[config.mk]
export PLATFORM = sky130hd
export DESIGN_NAME = ifsm_monitor
export DESIGN_NICKNAME = d
export VERILOG_FILES = /design/src/common/ifsm_pkg.sv /design/src/rtl/ifsm_monitor.sv
export SDC_FILE = /design/constraint.sdc
export NUM_CORES = 1
export LEC_CHECK = 0
export BUFFER_PORTS_ARGS = -buffer_cell sky130_fd_sc_hd__buf_2
export CAP_MARGIN = 25
export CORE_MARGIN = 3
export CORE_UTILIZATION = 45
export DETAILED_ROUTE_END_ITERATION = 12
export GPL_TIMING_DRIVEN = 0
export PLACE_DENSITY = 0.68
export SYNTH_ARGS = -nofsm -noshare
export SYNTH_HDL_FRONTEND = slang
export SYNTH_SLANG_ARGS = --single-unit
export TNS_END_PERCENT = 100
[constraint.sdc]
create_clock -name clk_sys -period 6.8 [get_ports clk_sys]
set_input_delay 1.02 -clock clk_sys [delete_from_list [all_inputs] [get_ports clk_sys]]
set_output_delay 1.02 -clock clk_sys [all_outputs]
set_load 0.05 [all_outputs]
[src/common/ifsm_pkg.sv]
// Purpose: Constants for the input fault status monitor register bank
// Assumes: Byte-wide registers on a 16-bit register address
// Notes: Offsets are register addresses on the serial control port

package ifsm_pkg;

  // ******************************************************************
  // Register offsets
  // ******************************************************************
  localparam logic [15:0] OFS_LIVE_STATUS_A = 16'h000C;
  localparam logic [15:0] OFS_LIVE_STATUS_INPUTS = 16'h000D;
  localparam logic [15:0] OFS_STICKY_FLAGS_A = 16'h0011;
  localparam logic [15:0] OFS_STICKY_FLAGS_INPUTS = 16'h0012;
  localparam logic [15:0] OFS_INTR_MASK_A = 16'h0017;
  localparam logic [15:0] OFS_INTR_MASK_INPUTS = 16'h0018;
  localparam logic [15:0] OFS_PRESCALER = 16'h0206;
  localparam logic [15:0] OFS_EXT_REF_CLOCK = 16'h090E;
  localparam logic [15:0] OFS_INPUT_ENABLES = 16'h0949;

  // ******************************************************************
  // Field positions in the first status, flag and mask registers
  // ******************************************************************
  localparam int BIT_CAL_ACTIVE = 0;
  localparam int BIT_CRYSTAL_LOSS = 1;
  localparam int BIT_SEL_REF_LOSS = 2;
  localparam int BIT_PLL_UNLOCKED = 3;
  localparam int BIT_BUS_TIMEOUT = 5;
  // Implemented bits of the first status group
  localparam logic [7:0] MASK_GROUP_A = 8'h2F;
  // Implemented bits of the per-input group
  localparam logic [7:0] MASK_GROUP_INPUTS = 8'h0F;

  // Per-input loss positions: feedback on bit 3, then inputs 2, 1, 0
  localparam int BIT_FEEDBACK_IN = 3;

  // Reference select codes
  localparam logic [1:0] SEL_IN0 = 2'h0;
  localparam logic [1:0] SEL_IN1 = 2'h1;
  localparam logic [1:0] SEL_IN2 = 2'h2;
  localparam logic [1:0] SEL_CRYSTAL = 2'h3;

  // ******************************************************************
  // Reset values
  // ******************************************************************
  localparam logic [3:0] RST_INPUT_ENABLES = 4'hF;
  localparam logic EXT_REF_RST = 1'b0;
  localparam logic [1:0] RST_PRESCALER = 2'h0;
  localparam logic [7:0] RST_MASK_A = 8'h00;
  localparam logic [7:0] RST_MASK_INPUTS = 8'h00;
  localparam logic [7:0] RST_FLAGS = 8'h00;

endpackage : ifsm_pkg

[src/rtl/ifsm_monitor.sv]
// Purpose: Status, sticky flag and input enable registers of a clock
//   generator, with lock-loss and interrupt pins
// Assumes: Monitored conditions are asynchronous levels; register port
//   is in the clk_sys domain
// Notes: Read data is registered, one cycle after the read strobe

// ********************************************************************
// Register bank
// ********************************************************************

// Notes on behaviour
// - Crystal or external clock on crystal pins chosen by register bit.
// - Four input enables reset to all on; clearing one disables input.
// - Status readable in registers; lock loss also on active-low pin.
// - Faults reported in registers and on lock-loss and interrupt pins.
// - Every status bit has a sticky flag set while status asserted.
// - Writing zero clears a sticky flag; writing one leaves it alone.
// - Status bit 0 reads one during calibration.
// - Status bit 1 shows crystal-pin signal loss, first pin only.
// - Status bit 2 shows signal loss on the selected reference.
// - Status bit 3 shows the PLL unlocked.
// - Status bit 5 shows a serial bus timeout.
// - Second status register: per-input loss, feedback bit 3 down to in0.
// - First flag register holds flags at bits 0,1,2,3,5.
// - Second flag register holds per-input loss flags, same bit order.
// - A flag clears only while its live status bit is low.
// - Interrupt pin low when any unmasked sticky flag is set.
// - External clock select resets to zero, crystal operation.
module ifsm_monitor (
  // Clock and reset
  input wire logic clk_sys,
  input wire logic srst,
  // Register access port
  input wire logic [15:0] reg_addr,
  input wire logic reg_wr_en,
  input wire logic [7:0] reg_wr_data,
  input wire logic reg_rd_en,
  output logic [7:0] reg_rd_data,
  // Monitored conditions, asynchronous levels
  input wire logic calibration_active,
  input wire logic crystal_pin_signal_loss,
  input wire logic pll_unlocked,
  input wire logic bus_timeout,
  input wire logic [3:0] per_input_signal_loss,
  input wire logic [1:0] ref_select,
  // Configuration outputs
  output logic ext_ref_clock_select,
  output logic [1:0] crystal_pin_prescaler,
  output logic [3:0] input_enable,
  // Board pins
  output logic unlocked_pin_n,
  output logic interrupt_pin_n
);

  // ******************************************************************
  // State
  // ******************************************************************
  typedef struct packed {
    logic [9:0] sync1;
    logic [9:0] sync2;
    logic [7:0] status_a;
    logic [7:0] status_in;
    logic [7:0] flags_a;
    logic [7:0] flags_in;
    logic [7:0] mask_a;
    logic [7:0] mask_in;
    logic ext_ref;
    logic [1:0] prescaler;
    logic [3:0] in_en;
    logic [7:0] rd_data;
    logic unlocked_n;
    logic intr_n;
  } ifsm_state_t;

  ifsm_state_t state_reg;
  ifsm_state_t state_next;

  // Write strobe for one register offset
  function automatic logic hit(input logic [15:0] addr,
                               input logic [15:0] ofs);
    hit = (addr == ofs);
  endfunction

  // Sticky update: live high sets, written zero clears only when low
  function automatic logic [7:0] sticky(input logic [7:0] flags,
                                        input logic [7:0] live,
                                        input logic wr,
                                        input logic [7:0] data,
                                        input logic [7:0] impl);
    logic [7:0] clr;
    clr = wr ? (~data & ~live) : 8'h00;
    sticky = ((flags & ~clr) | live) & impl;
  endfunction

  // ******************************************************************
  // Next-state logic
  // ******************************************************************
  always_comb begin
    logic [7:0] live_a;
    logic [7:0] live_in;
    logic sel_loss;
    live_a = 8'h00;
    live_in = 8'h00;
    sel_loss = 1'b0;
    state_next = state_reg;

    // Two-stage synchronisers for the asynchronous conditions
    state_next.sync1 = {ref_select, per_input_signal_loss, bus_timeout,
                        pll_unlocked, crystal_pin_signal_loss,
                        calibration_active};
    state_next.sync2 = state_reg.sync1;

    // Selected reference loss from the synchronised select
    case (state_reg.sync2[9:8])
      ifsm_pkg::SEL_IN0: sel_loss = state_reg.sync2[4];
      ifsm_pkg::SEL_IN1: sel_loss = state_reg.sync2[5];
      ifsm_pkg::SEL_IN2: sel_loss = state_reg.sync2[6];
      ifsm_pkg::SEL_CRYSTAL: sel_loss = state_reg.sync2[1];
      default: sel_loss = 1'b0;
    endcase

    // Live status, tracking conditions every cycle
    live_a[ifsm_pkg::BIT_CAL_ACTIVE] = state_reg.sync2[0];
    live_a[ifsm_pkg::BIT_CRYSTAL_LOSS] = state_reg.sync2[1];
    live_a[ifsm_pkg::BIT_SEL_REF_LOSS] = sel_loss;
    live_a[ifsm_pkg::BIT_PLL_UNLOCKED] = state_reg.sync2[2];
    live_a[ifsm_pkg::BIT_BUS_TIMEOUT] = state_reg.sync2[3];
    live_in[3:0] = state_reg.sync2[7:4];
    state_next.status_a = live_a;
    state_next.status_in = live_in;

    // Sticky flags, set wins over a clear in the same cycle
    state_next.flags_a = sticky(state_reg.flags_a, state_reg.status_a,
      reg_wr_en && hit(reg_addr, ifsm_pkg::OFS_STICKY_FLAGS_A),
      reg_wr_data, ifsm_pkg::MASK_GROUP_A);
    state_next.flags_in = sticky(state_reg.flags_in, state_reg.status_in,
      reg_wr_en && hit(reg_addr, ifsm_pkg::OFS_STICKY_FLAGS_INPUTS),
      reg_wr_data, ifsm_pkg::MASK_GROUP_INPUTS);

    // Writable configuration; status offsets take no writes
    if (reg_wr_en) begin
      if (hit(reg_addr, ifsm_pkg::OFS_INTR_MASK_A)) begin
        state_next.mask_a = reg_wr_data & ifsm_pkg::MASK_GROUP_A;
      end
      if (hit(reg_addr, ifsm_pkg::OFS_INTR_MASK_INPUTS)) begin
        state_next.mask_in = reg_wr_data & ifsm_pkg::MASK_GROUP_INPUTS;
      end
      if (hit(reg_addr, ifsm_pkg::OFS_EXT_REF_CLOCK)) begin
        state_next.ext_ref = reg_wr_data[0];
      end
      if (hit(reg_addr, ifsm_pkg::OFS_PRESCALER)) begin
        state_next.prescaler = reg_wr_data[1:0];
      end
      if (hit(reg_addr, ifsm_pkg::OFS_INPUT_ENABLES)) begin
        state_next.in_en = reg_wr_data[3:0];
      end
    end

    // Registered read data, zero for unmapped offsets
    if (reg_rd_en) begin
      case (reg_addr)
        ifsm_pkg::OFS_LIVE_STATUS_A:
          state_next.rd_data = state_reg.status_a;
        ifsm_pkg::OFS_LIVE_STATUS_INPUTS:
          state_next.rd_data = state_reg.status_in;
        ifsm_pkg::OFS_STICKY_FLAGS_A: state_next.rd_data = state_reg.flags_a;
        ifsm_pkg::OFS_STICKY_FLAGS_INPUTS:
          state_next.rd_data = state_reg.flags_in;
        ifsm_pkg::OFS_INTR_MASK_A: state_next.rd_data = state_reg.mask_a;
        ifsm_pkg::OFS_INTR_MASK_INPUTS:
          state_next.rd_data = state_reg.mask_in;
        ifsm_pkg::OFS_EXT_REF_CLOCK:
          state_next.rd_data = {7'h00, state_reg.ext_ref};
        ifsm_pkg::OFS_PRESCALER:
          state_next.rd_data = {6'h00, state_reg.prescaler};
        ifsm_pkg::OFS_INPUT_ENABLES:
          state_next.rd_data = {4'h0, state_reg.in_en};
        default: state_next.rd_data = 8'h00;
      endcase
    end

    // Board pins from live lock state and unmasked flags
    state_next.unlocked_n =
      ~state_reg.status_a[ifsm_pkg::BIT_PLL_UNLOCKED];
    state_next.intr_n =
      ~(|(state_reg.flags_a & ~state_reg.mask_a) |
        |(state_reg.flags_in & ~state_reg.mask_in));

    // Synchronous reset to constants
    if (srst) begin
      state_next = '0;
      state_next.flags_a = ifsm_pkg::RST_FLAGS;
      state_next.flags_in = ifsm_pkg::RST_FLAGS;
      state_next.mask_a = ifsm_pkg::RST_MASK_A;
      state_next.mask_in = ifsm_pkg::RST_MASK_INPUTS;
      state_next.ext_ref = ifsm_pkg::EXT_REF_RST;
      state_next.prescaler = ifsm_pkg::RST_PRESCALER;
      state_next.in_en = ifsm_pkg::RST_INPUT_ENABLES;
      state_next.unlocked_n = 1'b1;
      state_next.intr_n = 1'b1;
    end
  end

  // Single state register
  always_ff @(posedge clk_sys) begin
    state_reg <= state_next;
  end

  // ******************************************************************
  // Outputs
  // ******************************************************************
  assign reg_rd_data = state_reg.rd_data;
  assign ext_ref_clock_select = state_reg.ext_ref;
  assign crystal_pin_prescaler = state_reg.prescaler;
  assign input_enable = state_reg.in_en;
  assign unlocked_pin_n = state_reg.unlocked_n;
  assign interrupt_pin_n = state_reg.intr_n;

endmodule // ifsm_monitor

==> impl_table.tex <==
\begin{tabular}{lr}
\hline
Metric & Value \\
\hline
\multicolumn{2}{l}{\textbf{Route}} \\
\quad Antenna violation net count after detailed routing & 0 \\
\quad Initial DRC count & between 100 and 150 \\
\quad Average wire per cell in the routed design & 13.3 um \\
\quad Drt drc & 0 \\
\quad Via Count & $\sim$2200 \\
\quad Via density & 5.07 \\
\quad Total routed wirelength & between 5000 and 6000 um \\
\quad First drt pass iteration count & 4 \\
\multicolumn{2}{l}{\textbf{Clock network}} \\
\quad Buffer count from post-CTS setup fixing & 0 \\
\quad Maximum buffer depth of the clock tree & 2 \\
\quad Later-pin clock latency in the skew report & 340 ps \\
\quad Number of gates resized after cts & 0 \\
\quad Sinks on the clock net & 61 \\
\quad Inserted Clock Buffers & 9 \\
\quad CTS clock-pin slew for the worst setup and hold paths & 60 ps \\
\quad Hold-fix buffer count after cts & 0 \\
\quad H-tree levels & 3 \\
\quad CTS tree & yes \\
\quad Clock root buffer master & sky130\_fd\_sc\_hd\_\_clkbuf\_8 \\
\multicolumn{2}{l}{\textbf{Pwr}} \\
\quad Sequential share of power & around half \\
\quad Worst IR drop on VDD & 167 uV \\
\quad Switching Share & 22.3\% \\
\quad Power density cells & around 240 nW/um\^{}2 \\
\quad Share of total power in combinational logic & 7.2\% \\
\quad Psw & 171 uW \\
\quad Share of power burned in the clock network & 44.4\% \\
\quad P\_int & 595 uW \\
\quad Leakage dissipation & $\sim$0.0012 uW \\
\multicolumn{2}{l}{\textbf{Final layout}} \\
\quad Number of flip-flops in the largest register & between 40 and 50 \\
\quad \# diodes & 0 \\
\quad Area used by multi-input combinational logic & 1180 sq um \\
\quad Total number of nets in the final design & 392 \\
\quad Layout cell share with drive strength beyond 1 & between 20\% and 30\% \\
\quad Total of fill cells in the finished design & 531 \\
\quad Synthesis-to-layout area growth & 20.7\% \\
\quad Footprint of the flip-flops and latches & 1220 sq um \\
\multicolumn{2}{l}{\textbf{Critical path}} \\
\quad Critical-path cell list & buf\_2, or4\_1, buf\_6, nor4\_4, nand4\_1, mux2i\_1, nor2\_1 \\
\quad Max FO, Critical Path & 10 \\
\quad Termination of the worst setup path & state\_reg[27]\$\_SDFFE\_PP0P\_ \\
\quad Top delay family on crit path & simple AND/OR/NAND/NOR gates \\
\quad Arrival @ worst endpoint & 3180 ps \\
\quad CP Capture Type & flip-flop \\
\quad Worst setup path startpoint & reg\_addr[13] \\
\quad Crit-path max cell delay & $\sim$560 ps \\
\quad WP data required & 7000 ps \\
\quad End of the worst register-to-register path & reg\_rd\_data[1]\$\_SDFFE\_PP0P\_ \\
\quad Critical register-to-register path startpoint & state\_reg[50]\$\_SDFF\_PP0\_ \\
\quad Category of the worst setup path launch point & input port \\
\quad Combined buffer and inverter count along the critical path & 2 \\
\quad Setup slack of the worst register-to-register path & around 5400 ps \\
\quad CP max stage cell & sky130\_fd\_sc\_hd\_\_nor4\_4 \\
\quad Path length in cells of the critical path & 7 \\
\quad Path type of the worst setup path & input port to flip-flop \\
\quad Length in cells of the worst reg-to-reg path & 6 \\
\multicolumn{2}{l}{\textbf{Placement}} \\
\quad Routability-driven placement congestion ratio & about 0.9 \\
\quad DP Wirelength & 4350 um \\
\quad Port bufs & 48 \\
\multicolumn{2}{l}{\textbf{STA}} \\
\quad Final critical path time including I/O delays and setup & 2970 ps \\
\quad Final worst-path cycle share & 43.7\% \\
\quad Setup TNS Final & 0 ps \\
\quad Post-Route Hold Slack & 432 ps \\
\quad Setup-failing EPs final & 0 \\
\quad Highest Clock Rate & 336 MHz \\
\quad Worst relative slew slack & 49.3\% \\
\quad Hold Vio Cnt, Final & 0 \\
\quad Fin Clk Skew & 4.90 ps \\
\quad Fin. max-slew vios & 0 \\
\quad Setup repair after global routing missed its margin & false \\
\quad Worst-margin pin slew & 753 ps \\
\multicolumn{2}{l}{\textbf{Global route}} \\
\quad Largest net degree at the start of global routing & 11 \\
\quad Wire length of the first global-routing pass & 9580 um \\
\quad GRT Resource Usage Total & 18.8\% \\
\quad Total gr overflow & 0 \\
\quad Vias in the first global route & approximately 2100 \\
\quad Initial antenna violation count & 0 \\
\multicolumn{2}{l}{\textbf{Floorplan}} \\
\quad Count of standard-cell rows & 27 \\
\quad X dimension of the die & 82.5 um \\
\quad Core outline area & about 5600 sq um \\
\quad Starting Density & a little under half \\
\quad I/O Pins & 55 \\
\quad Die height & 82.5 um \\
\quad Die Footprint & 6810 sq um \\
\multicolumn{2}{l}{\textbf{Synth}} \\
\quad Number of synthesized flops with an enable pin & 0 \\
\quad Share of async-settable or async-resettable flops after synthesis & 0\% \\
\quad Predominant post-synthesis flop cell & sky130\_fd\_sc\_hd\_\_dfxtp\_1 \\
\quad Fraction of synthesized cell area taken by the top area cell type & 46.3\% \\
\quad Portion of the post-synthesis area used by sequential elements & 46.3\% \\
\quad Leading post-synthesis cells by instance count & 61 x sky130\_fd\_sc\_hd\_\_dfxtp\_1, 35 x sky130\_fd\_sc\_hd\_\_nor2b\_1, 20 x sky130\_fd\_sc\_hd\_\_inv\_1, 20 x sky130\_fd\_sc\_hd\_\_nand2\_1, 19 x sky130\_fd\_sc\_hd\_\_nor2\_1 \\
\quad Flop and latch count out of synthesis & 61 \\
\quad Most numerous cell in the Yosys netlist & sky130\_fd\_sc\_hd\_\_dfxtp\_1 \\
\quad Dominant cell type by area after synthesis & sky130\_fd\_sc\_hd\_\_dfxtp\_1 \\
\quad Avg Cell Area, Syn & 8.99 sq um \\
\quad Cell types with the largest area share after synthesis & sky130\_fd\_sc\_hd\_\_dfxtp\_1 46\%, sky130\_fd\_sc\_hd\_\_nor2b\_1 8.3\%, sky130\_fd\_sc\_hd\_\_buf\_4 4.3\% \\
\quad Number of synthesis warnings & 0 \\
\quad Number of cells produced by synthesis & 293 \\
\quad Cell area after synthesis & 2640 sq um \\
\quad Unique cell type count in the Yosys netlist & 46 \\
\multicolumn{2}{l}{\textbf{Run status}} \\
\quad Outcome & complete, no violations \\
\multicolumn{2}{l}{\textbf{Flow run}} \\
\quad Max-cap check violation count & 0 \\
\multicolumn{2}{l}{\textbf{Hold path}} \\
\quad HP Class & flip-flop to flip-flop \\
\hline
\end{tabular}
power groups by stage:
stage	Clock [uW]	Sequential, uW	Combinational, uW
after floorplan	0	381	30.6
after detailed placement	0	379	55.1
after global routing	365	371	61.8
after global placement	0	378	54.4
final	340	371	55.1
after CTS	350	371	55.3
kinds of logic after synthesis:
logic type | share of synthesized area [%]
buffers and inverters | 9.12
AOI/OAI and AO/OA | 14.4
and+or+nand+nor | 26.2
DFF | 46.3
other | 0.142
xor gates and xnor gates | 0.332
muxes | 3.51
metal layers:
metal / vias to the layer above / wire [um] / global-route usage (%)
li1: 1123 / - / -
met1: 986 / 2530 / 22.6
met2: 67 / 2730 / 30.8
met3: 10 / 382 / 6.83
met4: 0 / 110 / 6.70
met5: - / 0 / 0
worst min path at each step:
stage	startpoint	endpoint	slack (ps)	cells past startpoint
global placement	state_reg[78]$_SDFF_PP0_	state_reg[68]$_SDFF_PP0_	420	1
CTS	state_reg[79]$_SDFF_PP0_	state_reg[69]$_SDFF_PP0_	440	1
finish	state_reg[60]$_SDFF_PP0_	unlocked_pin_n$_SDFF_PP1_	430	1
detailed placement	state_reg[60]$_SDFF_PP0_	unlocked_pin_n$_SDFF_PP1_	420	1
floorplan	state_reg[60]$_SDFF_PP0_	unlocked_pin_n$_SDFF_PP1_	380	1
global route	state_reg[65]$_SDFF_PP0_	state_reg[57]$_SDFF_PP0_	450	1
cell type report:
class | count | area share, %
sequential | 61 | 38.4
multi-input combinational | 187 | 37.1
timing repair buffer | 48 | 7.55
buffer | 27 | 5.19
clock buffer | 12 | 4.25
tap | 72 | 2.83
inverter | 20 | 2.36
clock inverter | 4 | 2.28
stage by stage:
step | worst slack [ps] | instance area, sq um | cells | power (uW) | util (%)
floorplan | 3780 | 2640 | 295 | 411 | -
global placement | 3480 | 2970 | 415 | 433 | 53.3
detailed placement | 3470 | 2970 | 415 | 434 | 53.3
CTS | 3810 | 3180 | 431 | 776 | 57.1
global route | 3670 | 3180 | 431 | 799 | 57.1
finish | 3830 | 3180 | 431 | 766 | 57.1
layout by cell type (no fill, tap or decap), drive strengths merged, types with 4 or more instances in the layout:
| cell | netlist | final |
|---|---|---|
| dfxtp | 61 | 61 |
| or4 | 4 | 4 |
| a21oi | 16 | 16 |
| a211o | 5 | 5 |
| nand2 | 20 | 20 |
| nor2b | 35 | 35 |
| nor2 | 20 | 20 |
| nor4 | 5 | 5 |
| mux2i | 7 | 7 |
| o21ai | 16 | 16 |
| a221oi | 5 | 5 |
| a22o | 5 | 5 |
| inv | 20 | 20 |
| nand3 | 12 | 12 |
| buf | 16 | 64 |
| nand4 | 6 | 6 |
| clkbuf | 11 | 23 |
Note: power is estimated with default switching activity, not from simulation.
